`src/inc/eio_pkg.sv`:
```
// constants shared by the eight-bit io port and its pin cell
package eio_pkg;

  // register port geometry
  localparam int DATA_W = 8;
  localparam int ADDR_W = 4;

  // register indices on the plain register port
  localparam logic [ADDR_W-1:0] A_PINS = 4'h0; // read pins, write latch
  localparam logic [ADDR_W-1:0] A_PSET = 4'h1; // pins or mask into latch
  localparam logic [ADDR_W-1:0] A_PCLR = 4'h2; // pins and not mask into latch
  localparam logic [ADDR_W-1:0] A_PTGL = 4'h3; // pins xor mask into latch
  localparam logic [ADDR_W-1:0] A_DIR = 4'h4; // direction_control
  localparam logic [ADDR_W-1:0] A_LAT = 4'h5; // output_latch
  localparam logic [ADDR_W-1:0] A_ODS = 4'h6; // open_drain_select
  localparam logic [ADDR_W-1:0] A_SLEW = 4'h7; // slew_limit_select
  localparam logic [ADDR_W-1:0] A_THR = 4'h8; // input_threshold_select
  localparam logic [ADDR_W-1:0] A_ANA = 4'h9; // analog_input_select

  // per-bit reset values, replicated over the port width
  localparam logic RST_DIR = 1'b1; // input
  localparam logic RST_LAT = 1'b0;
  localparam logic RST_ODS = 1'b0; // push-pull
  localparam logic RST_SLEW = 1'b1; // limited
  localparam logic RST_THR = 1'b0; // ttl levels
  localparam logic RST_ANA = 1'b1; // analog mode

  // threshold select encoding
  localparam logic THR_SCHMITT = 1'b1;
  localparam logic THR_TTL = 1'b0;

endpackage : eio_pkg

```
`src/hw/eio_port.sv`:
```
// eight-bit io port: control registers, output latch, pin drive and read path
`timescale 1ns/1ps

module eio_port #(
  parameter int WIDTH = 8
) (
  input wire logic clk_sys,
  input wire logic rst,
  input wire logic ce,
  input wire logic [eio_pkg::ADDR_W-1:0] addr,
  input wire logic [eio_pkg::DATA_W-1:0] wdata,
  input wire logic wr,
  input wire logic rd,
  output logic [eio_pkg::DATA_W-1:0] rdata,
  input wire logic [WIDTH-1:0] pin_in_schmitt,
  input wire logic [WIDTH-1:0] pin_in_ttl,
  input wire logic [WIDTH-1:0] route_sel,
  input wire logic [WIDTH-1:0] route_data,
  output logic [WIDTH-1:0] pin_out,
  output logic [WIDTH-1:0] pin_oe,
  output logic [WIDTH-1:0] pin_slew_limit,
  output logic [WIDTH-1:0] pin_thr_sel,
  output logic [WIDTH-1:0] analog_connect,
  output logic [WIDTH-1:0] change_level
);
  import eio_pkg::*;

  // refuse widths the register port cannot carry
  if (WIDTH < 1 || WIDTH > DATA_W) begin : g_bad_width
    $error("eio_port: WIDTH must lie between 1 and the register data width");
  end

  // all state of the port
  typedef struct packed {
    logic [WIDTH-1:0] dir;
    logic [WIDTH-1:0] lat;
    logic [WIDTH-1:0] ods;
    logic [WIDTH-1:0] slew;
    logic [WIDTH-1:0] thr;
    logic [WIDTH-1:0] ana;
    logic [WIDTH-1:0] pins_rd;
    logic [WIDTH-1:0] drv_out;
    logic [WIDTH-1:0] drv_oe;
    logic [WIDTH-1:0] slew_q;
    logic [WIDTH-1:0] thr_q;
    logic [WIDTH-1:0] ana_q;
    logic [DATA_W-1:0] rdata;
  } eio_state_t;

  eio_state_t s;
  eio_state_t next_s;

  // zero extension of a port-wide value to the register data width
  function automatic logic [DATA_W-1:0] eio_zext(input logic [WIDTH-1:0] v);
    logic [DATA_W-1:0] r;
    r = '0;
    r[WIDTH-1:0] = v;
    return r;
  endfunction : eio_zext

  logic [WIDTH-1:0] wdata_w;
  logic [WIDTH-1:0] src_word;
  logic [WIDTH-1:0] cell_out;
  logic [WIDTH-1:0] cell_oe;
  logic [WIDTH-1:0] cell_rd;
  logic [WIDTH-1:0] cell_ana;

  // write data cut to the port width
  assign wdata_w = wdata[WIDTH-1:0];

  // pin source: latch unless the routing logic claims the pin
  assign src_word = (route_sel & route_data) | (~route_sel & s.lat);

  // one cell per pin
  for (genvar i = 0; i < WIDTH; i++) begin : g_pin
    eio_pin_cell u_cell (
      .dir(s.dir[i]),
      .src(src_word[i]),
      .od(s.ods[i]),
      .ana(s.ana[i]),
      .thr(s.thr[i]),
      .in_schmitt(pin_in_schmitt[i]),
      .in_ttl(pin_in_ttl[i]),
      .drv_out(cell_out[i]),
      .drv_oe(cell_oe[i]),
      .rd_val(cell_rd[i]),
      .ana_on(cell_ana[i])
    );
  end

  // next state: register writes, pin sampling, drive and read data
  always_comb begin
    next_s = s;
    if (ce) begin
      // pin levels as the digital input path sees them
      next_s.pins_rd = cell_rd;
      next_s.drv_out = cell_out;
      next_s.drv_oe = cell_oe;
      next_s.slew_q = s.slew;
      next_s.thr_q = s.thr;
      next_s.ana_q = cell_ana;
      if (wr) begin
        unique case (addr)
          A_PINS: next_s.lat = wdata_w; // every bit addressed, latch not pins
          A_PSET: next_s.lat = s.pins_rd | wdata_w; // read pins, modify, store
          A_PCLR: next_s.lat = s.pins_rd & ~wdata_w;
          A_PTGL: next_s.lat = s.pins_rd ^ wdata_w;
          A_DIR: next_s.dir = wdata_w;
          A_LAT: next_s.lat = wdata_w;
          A_ODS: next_s.ods = wdata_w;
          A_SLEW: next_s.slew = wdata_w;
          A_THR: next_s.thr = wdata_w;
          A_ANA: next_s.ana = wdata_w;
          default: next_s.lat = s.lat; // unmapped write ignored
        endcase
      end
      // read data stand one cycle after the strobe only
      next_s.rdata = '0;
      if (rd) begin
        unique case (addr)
          A_PINS: next_s.rdata = eio_zext(s.pins_rd); // pins, not latch
          A_DIR: next_s.rdata = eio_zext(s.dir);
          A_LAT: next_s.rdata = eio_zext(s.lat); // stored latch
          A_ODS: next_s.rdata = eio_zext(s.ods);
          A_SLEW: next_s.rdata = eio_zext(s.slew);
          A_THR: next_s.rdata = eio_zext(s.thr);
          A_ANA: next_s.rdata = eio_zext(s.ana);
          default: next_s.rdata = '0; // set/clear/toggle and unmapped read zero
        endcase
      end
    end
  end

  // state register with reset defaults
  always_ff @(posedge clk_sys or posedge rst) begin
    if (rst) begin
      s.dir <= {WIDTH{RST_DIR}};
      s.lat <= {WIDTH{RST_LAT}};
      s.ods <= {WIDTH{RST_ODS}};
      s.slew <= {WIDTH{RST_SLEW}};
      s.thr <= {WIDTH{RST_THR}};
      s.ana <= {WIDTH{RST_ANA}};
      s.pins_rd <= '0;
      s.drv_out <= '0;
      s.drv_oe <= '0;
      s.slew_q <= {WIDTH{RST_SLEW}};
      s.thr_q <= {WIDTH{RST_THR}};
      s.ana_q <= {WIDTH{RST_ANA}};
      s.rdata <= '0;
    end else begin
      s <= next_s;
    end
  end

  // outputs straight from the state register
  assign rdata = s.rdata;
  assign pin_out = s.drv_out;
  assign pin_oe = s.drv_oe;
  assign pin_slew_limit = s.slew_q;
  assign pin_thr_sel = s.thr_q;
  assign analog_connect = s.ana_q;
  assign change_level = s.pins_rd; // interrupt-on-change compare level

  // helper words read only by the checks
  logic [WIDTH-1:0] pp_mask;
  logic [WIDTH-1:0] rd_expect;
  logic [DATA_W-1:0] lat_word;
  logic [DATA_W-1:0] pins_word;

  assign pp_mask = ~s.dir & ~s.ods;
  assign rd_expect = ~s.ana & ((s.thr & pin_in_schmitt) | (~s.thr & pin_in_ttl));
  assign lat_word = eio_zext(s.lat);
  assign pins_word = eio_zext(s.pins_rd);

  // input pins never drive
  chk_input_hiz: assert property (@(posedge clk_sys) disable iff (rst)
    ce |=> ((pin_oe & $past(s.dir)) == '0))
    else $error("pin driver on while direction is input");

  // push-pull outputs drive the source value
  chk_push_drive: assert property (@(posedge clk_sys) disable iff (rst)
    ce |=> (((pin_oe & $past(pp_mask)) == $past(pp_mask))
      && (((pin_out ^ $past(src_word)) & $past(pp_mask)) == '0)))
    else $error("push-pull output not driving source");

  // open drain never drives a one
  chk_open_drain: assert property (@(posedge clk_sys) disable iff (rst)
    ce |=> (((pin_out & pin_oe) & $past(s.ods)) == '0))
    else $error("open-drain pin driven high");

  // analog pins read zero, others follow the chosen threshold
  chk_read_path: assert property (@(posedge clk_sys) disable iff (rst)
    ce |=> (s.pins_rd == $past(rd_expect)))
    else $error("digital read path wrong");

  // latch read returns the latch, a cycle later
  chk_latch_read: assert property (@(posedge clk_sys) disable iff (rst)
    (ce && rd && addr == A_LAT) |=> (rdata == $past(lat_word)))
    else $error("latch read mismatch");

  // port read returns the sampled pins
  chk_pins_read: assert property (@(posedge clk_sys) disable iff (rst)
    (ce && rd && addr == A_PINS) |=> (rdata == $past(pins_word)))
    else $error("port read not the pin levels");

  // read data only in the cycle after a strobe
  chk_rdata_idle: assert property (@(posedge clk_sys) disable iff (rst)
    (ce && !rd) |=> (rdata == '0))
    else $error("read data outside its cycle");

  // set through the port is read-modify-write on pins
  chk_rmw_set: assert property (@(posedge clk_sys) disable iff (rst)
    (ce && wr && addr == A_PSET) |=> (s.lat == ($past(s.pins_rd) | $past(wdata_w))))
    else $error("port set not based on pin levels");

  // clear through the port starts from pin levels too
  chk_rmw_clear: assert property (@(posedge clk_sys) disable iff (rst)
    (ce && wr && addr == A_PCLR) |=> (s.lat == ($past(s.pins_rd) & ~$past(wdata_w))))
    else $error("port clear not based on pin levels");

  // toggle through the port starts from pin levels too
  chk_rmw_toggle: assert property (@(posedge clk_sys) disable iff (rst)
    (ce && wr && addr == A_PTGL) |=> (s.lat == ($past(s.pins_rd) ^ $past(wdata_w))))
    else $error("port toggle not based on pin levels");

  // a port write reaches the latch on the next edge
  chk_port_write: assert property (@(posedge clk_sys) disable iff (rst)
    (ce && wr && addr == A_PINS && $past(ce)) |=> (s.lat == $past(wdata_w)))
    else $error("port write did not reach latch");

  // slew and analog switch follow their select bits
  chk_slew_ana: assert property (@(posedge clk_sys) disable iff (rst)
    ce |=> ((pin_slew_limit == $past(s.slew)) && (analog_connect == $past(s.ana))))
    else $error("slew or analog switch not following select");

  // analog mode and a cleared latch right after reset
  chk_reset_default: assert property (@(posedge clk_sys)
    (!rst && $past(rst)) |-> ((s.ana == '1) && (s.lat == '0)))
    else $error("reset defaults wrong");

  // clock enable low freezes everything
  chk_freeze: assert property (@(posedge clk_sys) disable iff (rst)
    !ce |=> $stable(s))
    else $error("state moved with clock enable low");

  // main scenarios
  cov_port_set: cover property (@(posedge clk_sys) disable iff (rst)
    ce && wr && addr == A_PSET ##1 ce && rd && addr == A_LAT);
  cov_analog_output: cover property (@(posedge clk_sys) disable iff (rst)
    ce && (s.ana & ~s.dir) != '0 ##1 pin_oe != '0);
  cov_open_drain_low: cover property (@(posedge clk_sys) disable iff (rst)
    ce && (s.ods & ~s.dir & ~s.lat) != '0 ##1 (pin_oe & ~pin_out) != '0);
  cov_pins_read: cover property (@(posedge clk_sys) disable iff (rst)
    ce && rd && addr == A_PINS ##1 rdata != '0);

endmodule : eio_port

```
`src/hw/eio_pin_cell.sv`:
```
// one pin of the io port: drive decision and digital input path
`timescale 1ns/1ps

module eio_pin_cell (
  input wire logic dir,
  input wire logic src,
  input wire logic od,
  input wire logic ana,
  input wire logic thr,
  input wire logic in_schmitt,
  input wire logic in_ttl,
  output logic drv_out,
  output logic drv_oe,
  output logic rd_val,
  output logic ana_on
);
  import eio_pkg::*;

  // driver: direction first, then open-drain or push-pull
  // analog select takes no part here
  assign drv_oe = ~dir & ~(od & src);
  assign drv_out = od ? 1'b0 : src; // open drain never drives high

  // input path: threshold picks comparator, analog mode reads zero
  assign rd_val = ana ? 1'b0 : ((thr == THR_SCHMITT) ? in_schmitt : in_ttl);

  // analog switch closes only in analog mode
  assign ana_on = ana;

endmodule : eio_pin_cell

```
`config.mk`:
```
export PLATFORM = sky130hd
export DESIGN_NAME = eio_port
export DESIGN_NICKNAME = d
export VERILOG_FILES = /design/src/inc/eio_pkg.sv /design/src/hw/eio_port.sv /design/src/hw/eio_pin_cell.sv
export SDC_FILE = /design/constraint.sdc
export NUM_CORES = 1
export LEC_CHECK = 0
export BUFFER_PORTS_ARGS = -buffer_cell sky130_fd_sc_hd__buf_2
export CAP_MARGIN = 20
export CORE_MARGIN = 5
export CORE_UTILIZATION = 40
export DETAILED_ROUTE_END_ITERATION = 7
export HOLD_SLACK_MARGIN = 0.02
export PLACE_DENSITY = 0.6
export SLEW_MARGIN = 20
export SYNTH_ARGS = -nofsm -noshare
export SYNTH_HDL_FRONTEND = slang
export SYNTH_SLANG_ARGS = --single-unit
```
`constraint.sdc`:
```
create_clock -name clk_sys -period 8.6 [get_ports clk_sys]
set_input_delay 2.15 -clock clk_sys [delete_from_list [all_inputs] [get_ports clk_sys]]
set_output_delay 2.15 -clock clk_sys [all_outputs]
set_load 0.02 [all_outputs]
```
# Yosys cells after proc, flatten, opt, wreduce, memory -nomap -nowiden
# Cells that the tools add are included.
# word_totals
inputBits	49
register_bits	104
out_inout_bits	56
# classes
muxes	27
reduce_logical	9
bitwise	40
eq_ne	9
# op_table
op	n
$pmux W8 S7	1
$pmux W8 S4	1
$and A8 B8 Y8	3
$mux W1	24
$reduce_and A3 Y1	6
$and A1 B1 Y1	16
$eq A4 B3 Y1 const B	4
$not A1 Y1	16
$not A8 Y8	2
$or A8 B8 Y8	2
$eq A4 B2 Y1 const B	2
$eq A4 B4 Y1 const B	2
$mux W8	1
$xor A8 B8 Y8	1
$eq A4 B1 Y1 const B	1
$logic_not A4 Y1	1
$reduce_bool A4 Y1	1
$reduce_or A2 Y1	1

# Depth between registers and ports, before layout
# Gate-level depths: netlist (run 1).
# depth
ltp_word	6
mapped_depth	7
depth_no_buf	6

# Hierarchy
# A second synthesis (run 1) with hierarchy kept.
# hier_totals
cells_unflattened	513
area_unflattened_um2	5783.0
# modules_own_cells
module	n_inst	area_per_inst_um2	cells_per_inst
eio_port	1	5522.8	473
eio_pin_cell	8	32.5	5

# Worst setup path before layout (run 1)
# OpenSTA, ideal clock, no wires.
# synth_timing
kind	input -> register
start	input port addr[0] in the netlist's numbering
end	register s[100] (netlist name)
path_stages	4
t_arrival_ns	3.301
setup_slack_ns	5.217
t_required_ns	8.518
cell_sequence	buf_4 > buf_4 > nor4_4 > mux2_2
# synth_between
elab_chain_cells	2
# synth_lines
item	line	source
start: declaration	eio_port.sv:10	input wire logic [eio_pkg::ADDR_W-1:0] addr,
$eq A4 B3 Y1	eio_port.sv:103	unique case (addr)
$reduce_and A3 Y1 (no line)	-	
# No other way between the ends.
# A chain may end at the register's enable or synchronous reset.

# Worst setup path after layout (run 1)
# layout_timing
start	input port ce
end	register s[64] (netlist name)
# layout_between
elab_chain_cells	1
# layout_lines
item	line	source
start: declaration	eio_port.sv:9	input wire logic ce,
$reduce_and A3 Y1 (no line)	-	
# No other way between the ends.

==> results.ini, run 1 <==
[worst_setup_path]
path_class = in -> reg
timing.reg2reg.setup_slack_ns = 6.85
crit_family = simple AND/OR/NAND/NOR gates
path_cells = buf_2 -> buf_4 -> nand2_1 -> or3_1 -> mux2_2
worstPathArrival_ns = 4.18
r2r-start = change_level[7]$_DFFE_PP0P_
path_depth = 5
critPathBufInv = 2
r2r_cells = 6
worstPathRequired_ns = 8.84
slowest_delay_ns = 0.67
critPathMaxFanout = 76
critPathLaunchType = input port
end_kind = flip-flop
slowest_stage = or3_1
rr_endpoint = lat_word[7]$_DFFE_PP0P_

[sta]
finalHoldViolCount = 0
slew_viol_final = 0
max_slew.worst_pin.slew_ns = 0.809
hold_slack_ns = 0.504
max-slew-margin-rel_pct = 45.7
fin_crit_ns = 3.93
layout_worst_path_cycle_share_pct = 45.7
tns_ns = 0
rsz0062_at_grt = no
finClkSkew_ns = 0.00726
setup_violations = 0
achievable-frequency_ghz = 0.254

[floorplan]
dieArea_um2 = 17200
die_h_um = 131
rows = 44
start_util_pct = 40.5
core_um2 = 14500
die_w_um = 131
num_io_pins = 105

[placement]
dp_cells = 726
gp_congestion = 0.842
port_buffers = 104
dp_hpwl_mm = 9.98

[route]
drt_wl_total_mm = 14.4
viasPerCell = 5.41
routedWlPerCell_um = 19.4
drtPass1Iterations = 4
num_vias = 4018
drc = 0
drt_iter0_drc = 243
ant_nets = 0

[logic_synthesis]
yosys_warnings = 0
synth.avg_cell_area_um2 = 11.3
synthArstFlopShare_pct = 100
ys_seq_area_share_pct = 45.3
synth_edf_count = 0
syn_nets = 584
yosys_register_bits = 104
postSynthCellCount = 519
yosysMostFrequentCell = mux2_2
synth_cell_type_count = 54
synth.area.top_cells = dfrtp_1 27%, dfstp_2 18%, mux2_2 17%
yosysTopAreaCell = dfrtp_1
synth_top_area_share_pct = 27.3
synth_area_um2 = 5860
synth_flop_cell = dfrtp_1
synth_common_cells = 89 x mux2_2, 64 x dfrtp_1, 58 x buf_4

[cells_and_area]
drive_gt1_share_pct = 46.2
final.fill_count = 1393
area_growth_pct = 8.48
final_net_count = 618
multi_input_area_um2 = 2530
regArea_um2 = 2650
final_cells = 743

[clock_network]
cts_tree = done
root_buffer = clkbuf_16
postCtsSetupRepairBufs = 0
h-tree-depth = 3
numCtsBuffers = 9
hold_buffers = 0
cts_resized = 0
clkTransAtPathRegs_ns = 0.07
clkSinkCount = 104
clock_latency_ns = 0.36
cts.path.max_buffers = 2

[hold_path]
min-delay-start = pin_thr_sel[1]$_DFFE_PP0P_
min_path_type = reg -> reg
hold_depth = 1
hold_end = pin_thr_sel[1]$_DFFE_PP0P_

[global_routing]
overflow = 0
grtUsageTotal_pct = 17.4
grt_pass1_wl_mm = 23.0
grt_max_degree = 77
grt_antenna_before_repair = 0
grt_pass1_vias = 4251

[run]
drv_cap = 0

[power]
power.density_nw_per_um2 = 227
p_leak_uw = 0.00285
ir_drop_uv = 109

[outcome]
status = completed

==> state kept, by name (all words and copies together), names as in the netlist <==
name and cells:
pin_oe 8, rdata 8, pin_slew_limit 8, pin_thr_sel 8, analog_connect 8, lat_word 8, s 40, change_level 8
pin_out 8
==> final cells by class <==
type                       count  share of cell area (%)
clock buffer                  11                    3.82
inverter                      34                    2.05
sequential                   104                    41.7
clock inverter                 5                   0.512
multi-input combinational    298                    39.8
tap                          184                    3.62
antenna                        1                  0.0394
timing repair buffer         106                    8.42
==> stage by stage <==
stage                     util, %  cell area (µm²)  power, µW  setup slack [ns]
after CTS                    43.9             6350       1460              4.60
final                        43.9             6360       1440              4.67
after global placement       42.0             6080       1060              4.20
after global routing         43.9             6350       1520              4.50
after detailed placement     42.0             6080       1070              4.20
after floorplan                 -             5860       1000              3.78
==> logic make-up after synthesis <==
family / Yosys count / synth area share [%]
adder cells (fa/ha/maj): 16 / 3.42
AND/OR/NAND/NOR: 87 / 9.07
multiplexers: 107 / 20.2
AO/OA/AOI/OAI: 86 / 10.2
flip-flops: 104 / 45.3
buffers and inverters: 117 / 11.5
XOR/XNOR: 2 / 0.299
==> where the power goes <==
part           total, µW  internal, µW  switching [µW]
logic                357           161             196
registers            698           616            82.0
clock network        388           203             185
total               1440           980             463
==> metal layers <==
layer | routed length (µm) | up-vias | GRT usage (%)
li1 | - | 1863 | -
met1 | 6340 | 2005 | 23.3
met2 | 6840 | 126 | 27.6
met3 | 942 | 24 | 4.07
met4 | 325 | 0 | 5.93
met5 | 0 | - | 0
==> worst max-delay path by stage <==
stage / start / to
floorplan: rst / change_level[0]$_DFFE_PP0P_
global placement: ce / s[98]$_DFFE_PP1P_
detailed placement: ce / s[98]$_DFFE_PP1P_
CTS: ce / s[103]$_DFFE_PP1P_
global route: ce / s[102]$_DFFE_PP1P_
finish: ce / s[64]$_DFFE_PP0P_
==> cell usage in the layout (no fill, tap or decap), types with 7 or more instances in the layout <==
| master | netlist | routed |
|---|---|---|
| ha_1 | 16 | 16 |
| inv_1 | 34 | 33 |
| mux2i_1 | 18 | 18 |
| buf_2 | 16 | 104 |
| o21a_1 | 8 | 8 |
| nand2_1 | 18 | 18 |
| o21ai_0 | 17 | 17 |
| a21oi_1 | 14 | 14 |
| o22ai_1 | 9 | 9 |
| mux2_2 | 89 | 89 |
| o32a_1 | 7 | 7 |
| nand3b_1 | 11 | 11 |
| nor2_1 | 18 | 18 |
| o31ai_1 | 8 | 8 |
| dfrtp_1 | 64 | 64 |
| clkbuf_16 | 0 | 9 |
| dfstp_2 | 40 | 40 |
(Power assumes the default switching activity.)
==> inputs of run 2 (changes only) <==
==> constraint.sdc (replaced) <==
create_clock -name clk_sys -period 4 [get_ports clk_sys]
set_input_delay 1 -clock clk_sys [delete_from_list [all_inputs] [get_ports clk_sys]]
set_output_delay 1 -clock clk_sys [all_outputs]
set_load 0.02 [all_outputs]
==> run 2 against run 1 <==
Compared with the run above:
- non-clock buffer count increased by 2
- clock power rose by 120%
- die area stayed put
- flip-flop and latch count stayed put
- via count is 2.6% lower
- count of clock-buffer cells in the layout grew 1
- worst setup slack got worse by 3.5 ns
- utilization increased by 0.23 points
- power is 120% higher
- sequential power up 110%
- final cell count rose by 0.13%
- critical path type unchanged
==> results.ini, run 2 (synthesis results as in run 1) <==
[sta]
hold_slack_ns = 0.503
layout_worst_path_cycle_share_pct = 69.6
rsz0062_at_grt = no
finClkSkew_ns = 0.0110
fin_crit_ns = 2.79
finalHoldViolCount = 0
tns_ns = 0
achievable-frequency_ghz = 0.359
max_slew.worst_pin.slew_ns = 0.919
setup_violations = 0
slew_viol_final = 0
max-slew-margin-rel_pct = 38.6

[worst_setup_path]
timing.reg2reg.setup_slack_ns = 2.27
worstPathArrival_ns = 3.01
slowest_stage = xor2_1
critPathMaxFanout = 36
end_kind = flip-flop
startpoint = addr[0]
worstPathRequired_ns = 4.22
path_cells = buf_2 -> xor2_1 -> nor3_1 -> a2111oi_0 -> o31ai_1
slowest_delay_ns = 0.79
critPathLaunchType = input port
path_class = in -> reg
critPathBufInv = 1
r2r-start = change_level[7]$_DFFE_PP0P_
crit_family = XOR/XNOR gates

[route]
routedWlPerCell_um = 19.3
num_vias = 3915
drt_iter0_drc = 242
drt_wl_total_mm = 14.3
viasPerCell = 5.26
ant_nets = 0
drtPass1Iterations = 4
drc = 0

[run]
drv_cap = 0

[clock_network]
cts_tree = done
clkTransAtPathRegs_ns = 0.07
hold_buffers = 0
clkSinkCount = 104
postCtsSetupRepairBufs = 0
clock_latency_ns = 0.36
cts.path.max_buffers = 2
root_buffer = clkbuf_16
cts_resized = 0
numCtsBuffers = 9
h-tree-depth = 3

[global_routing]
overflow = 0
grt_antenna_before_repair = 0
grtUsageTotal_pct = 17.6
grt_pass1_wl_mm = 23.0
grt_max_degree = 63
grt_pass1_vias = 4064

[power]
swShare_pct = 31.3
combPwrFrac_pct = 24.4
ir_drop_uv = 234
power.density_nw_per_um2 = 491
p_leak_uw = 0.00288
p_sw_uw = 982
p_int_uw = 2160
p_clk_share_pct = 27.7
seq_power_share_pct = 47.9

[floorplan]
core_um2 = 14500
dieArea_um2 = 17200
num_io_pins = 105
die_w_um = 131
rows = 44
die_h_um = 131
start_util_pct = 40.5

[cells_and_area]
fin_util_pct = 44.1
regArea_um2 = 2650
antenna_cells = 0
drive_gt1_share_pct = 46.1
top_register = s
final.fill_count = 1410
final_cells = 744
final_net_count = 620
largest_reg_flops = 40
final_common_cell = buf_2
multi_input_area_um2 = 2530
area_growth_pct = 9.05
mostFrequentLayoutCells = 104 x buf_2, 89 x mux2_2, 64 x dfrtp_1, 40 x dfstp_2, 33 x inv_1

[placement]
gp_congestion = 0.859
port_buffers = 104
dp_hpwl_mm = 10.3
dp_cells = 728

[hold_path]
min_path_type = reg -> reg
min-delay-start = pin_oe[5]$_DFFE_PP0P_

[outcome]
status = completed

-- run 2: changes by cell type in the layout (fill, tap and decap cells not counted), sizes merged --
| cell | delta |
|---|---|
| bufinv | +1 |
| clkbuf | +1 |
| buf | +2 |
| clkinvlp | -2 |
| diode | -1 |
-- run 2: power by group through the flow --
stage	sequential, µW	clock (µW)	combinational (µW)
detailed placement	1530	0	776
global placement	1520	0	763
floorplan	1450	0	711
finish	1500	869	767
CTS	1510	904	779
global route	1540	955	848
-- run 2: final timing paths --
check,to,cells after the start
setup reg to reg,lat_word[7]$_DFFE_PP0P_,6
min in group asynchronous,pin_thr_sel[0]$_DFFE_PP0P_,2
setup / recovery,lat_word[7]$_DFFE_PP0P_,5
hold reg to reg,pin_oe[5]$_DFFE_PP0P_,1
hold / removal,pin_oe[5]$_DFFE_PP0P_,1
max in group asynchronous,pin_slew_limit[4]$_DFFE_PP1P_,3
-- run 2: per-stage QoR --
stage | setup slack (ns) | cell area (µm²) | total power (µW)
2_1_floorplan | 0.334 | 5860 | 2160
3_3_place_gp | 0.875 | 6110 | 2290
3_5_place_dp | 0.869 | 6110 | 2300
4_1_cts | 1.26 | 6390 | 3190
5_1_grt | 1.10 | 6390 | 3340
6_report | 1.21 | 6390 | 3140
-- run 2: cell type report --
| type | instances | share of cell area, % |
|---|---|---|
| Timing Repair Buffer | 108 | 8.81 |
| Clock buffer | 12 | 3.70 |
| Clock inverter | 4 | 0.744 |
| Sequential cell | 104 | 41.5 |
| Multi-Input combinational cell | 298 | 39.6 |
| Inverter | 34 | 2.04 |
| Tap cell | 184 | 3.60 |
-- run 2: routing by layer --
metal	global-route usage [%]	routed length [µm]
met1	24.3	6630
met2	28.0	6760
met3	4.67	853
met4	3.51	103
met5	0	0
==> inputs of run 3 (changes only) <==
==> constraint.sdc (replaced) <==
create_clock -name clk_sys -period 2.9 [get_ports clk_sys]
set_input_delay 0.725 -clock clk_sys [delete_from_list [all_inputs] [get_ports clk_sys]]
set_output_delay 0.725 -clock clk_sys [all_outputs]
set_load 0.02 [all_outputs]
==> run 3 against run 2 <==
Compared with the run above:
- wire length grew 0.53%
- clock power rose by 44%
- via count up 2.5%
==> results.ini, run 3 (synthesis results as in run 1) <==
[outcome]
status = completed

[floorplan]
die_h_um = 131
dieArea_um2 = 17200
num_io_pins = 105
rows = 44
core_um2 = 14500
start_util_pct = 40.5
die_w_um = 131

[sta]
slew_viol_final = 0
layout_worst_path_cycle_share_pct = 76.6
max-slew-margin-rel_pct = 33.8
finalHoldViolCount = 0
rsz0062_at_grt = no
finClkSkew_ns = 0.00713
fin_crit_ns = 2.22
max_slew.worst_pin.slew_ns = 0.985
hold_slack_ns = 0.491
tns_ns = 0
setup_violations = 0
achievable-frequency_ghz = 0.450

[cells_and_area]
top_register = s
final_net_count = 627
largest_reg_flops = 40
final.fill_count = 1391
mostFrequentLayoutCells = 104 x buf_2, 89 x mux2_2, 64 x dfrtp_1, 40 x dfstp_2, 33 x inv_1
antenna_cells = 0
multi_input_area_um2 = 2530
fin_area_um2 = 6460
regArea_um2 = 2650
drive_gt1_share_pct = 46.9
area_growth_pct = 10.2
final_common_cell = buf_2

[worst_setup_path]
end_kind = flip-flop
slowest_delay_ns = 0.70
path_class = in -> reg
crit_family = simple AND/OR/NAND/NOR gates
rr_endpoint = lat_word[7]$_DFFE_PP0P_
timing.reg2reg.setup_slack_ns = 1.14
worstPathRequired_ns = 3.18
r2r_cells = 6
r2r-start = change_level[7]$_DFFE_PP0P_
critPathMaxFanout = 33
slowest_stage = nor4_4
worstPathArrival_ns = 2.50
path_cells = buf_2 -> nand2b_1 -> nor4_4 -> mux2_2
critPathLaunchType = input port
critPathBufInv = 1

[clock_network]
clock_latency_ns = 0.36
hold_buffers = 0
clkSinkCount = 104
numCtsBuffers = 9
root_buffer = clkbuf_16
h-tree-depth = 3
clkTransAtPathRegs_ns = 0.06
postCtsSetupRepairBufs = 0
cts.path.max_buffers = 2
cts_resized = 0
cts_tree = done

[power]
combPwrFrac_pct = 24.3
seq_power_share_pct = 47.4
p_leak_uw = 0.00292
power.density_nw_per_um2 = 680
swShare_pct = 31.0
p_clk_share_pct = 28.4
p_int_uw = 3030
ir_drop_uv = 323
p_sw_uw = 1360

[route]
drt_wl_total_mm = 14.4
drtPass1Iterations = 5
ant_nets = 0
routedWlPerCell_um = 19.2
num_vias = 4014
drt_iter0_drc = 287
drc = 0
viasPerCell = 5.34

[global_routing]
grt_pass1_wl_mm = 22.2
grt_pass1_vias = 4022
grt_antenna_before_repair = 0
overflow = 0
grtUsageTotal_pct = 17.0
grt_max_degree = 105

[hold_path]
min_path_type = in -> async

[placement]
dp_hpwl_mm = 10.5
place_area_um2 = 6160
gp_congestion = 0.889
port_buffers = 104

[run]
drv_cap = 0

run 3: cell count changes in the layout (fill, tap and decap cells not counted):
cell,previous run,this run
buf_4,3,10
clkbuf_1,3,2
clkbuf_8,0,2
inv_4,1,0
run 3: power groups by stage:
| stage | combinational [µW] | sequential, µW | clock (µW) |
|---|---|---|---|
| finish | 1070 | 2080 | 1250 |
| global route | 1170 | 2120 | 1340 |
| CTS | 1080 | 2090 | 1290 |
| detailed placement | 1080 | 2110 | 0 |
| global placement | 1060 | 2100 | 0 |
| floorplan | 982 | 1990 | 0 |
run 3: worst max path at each step:
stage             from            endpoint  depth (start not counted)
6_report       addr[3]  s[103]$_DFFE_PP1P_                          4
5_1_grt        addr[3]  s[103]$_DFFE_PP1P_                          4
4_1_cts        addr[3]  s[103]$_DFFE_PP1P_                          4
3_5_place_dp   addr[3]  s[103]$_DFFE_PP1P_                          4
3_3_place_gp   addr[3]  s[100]$_DFFE_PP1P_                          4
2_1_floorplan  addr[0]  s[100]$_DFFE_PP1P_                          4
run 3: area by class of cell:
cell class              count  share of cell area [%]
flip-flops and latches    104                    41.1
repair buffers            115                    9.53
inverters                  34                    2.03
well taps                 184                    3.56
clock buffers              13                    4.03
multi-input cells         298                    39.2
clock inverters             3                   0.620
run 3: worst register-to-register path, cell delays in order (launching register included):
cell and delay [ns]:
dfrtp_1 0.42, inv_1 0.10, ha_1 0.27, nor3b_1 0.20
a21oi_1 0.05, a2111oi_0 0.44, o31ai_1 0.14
run 3: per-stage QoR:
| step | setup WS, ns | std cells | power (µW) | util [%] |
|---|---|---|---|---|
| CTS | 0.692 | 751 | 4460 | 44.6 |
| finish | 0.679 | 751 | 4390 | 44.6 |
| global route | 0.607 | 751 | 4640 | 44.6 |
| detailed placement | 0.316 | 735 | 3190 | 42.6 |
| floorplan | 0.942 | 519 | 2980 | - |
| global placement | 0.384 | 735 | 3160 | 42.6 |
run 3: per-layer routing:
metal,routed length (µm),share of wire [%],vias to the layer above,GRT usage (%)
li1,-,-,1875,-
met1,6560,45,1975,23.4
met5,0,0,-,0
met3,958,6.6,31,4.55
met4,363,2.5,0,6.65
met2,6540,45,133,25.7
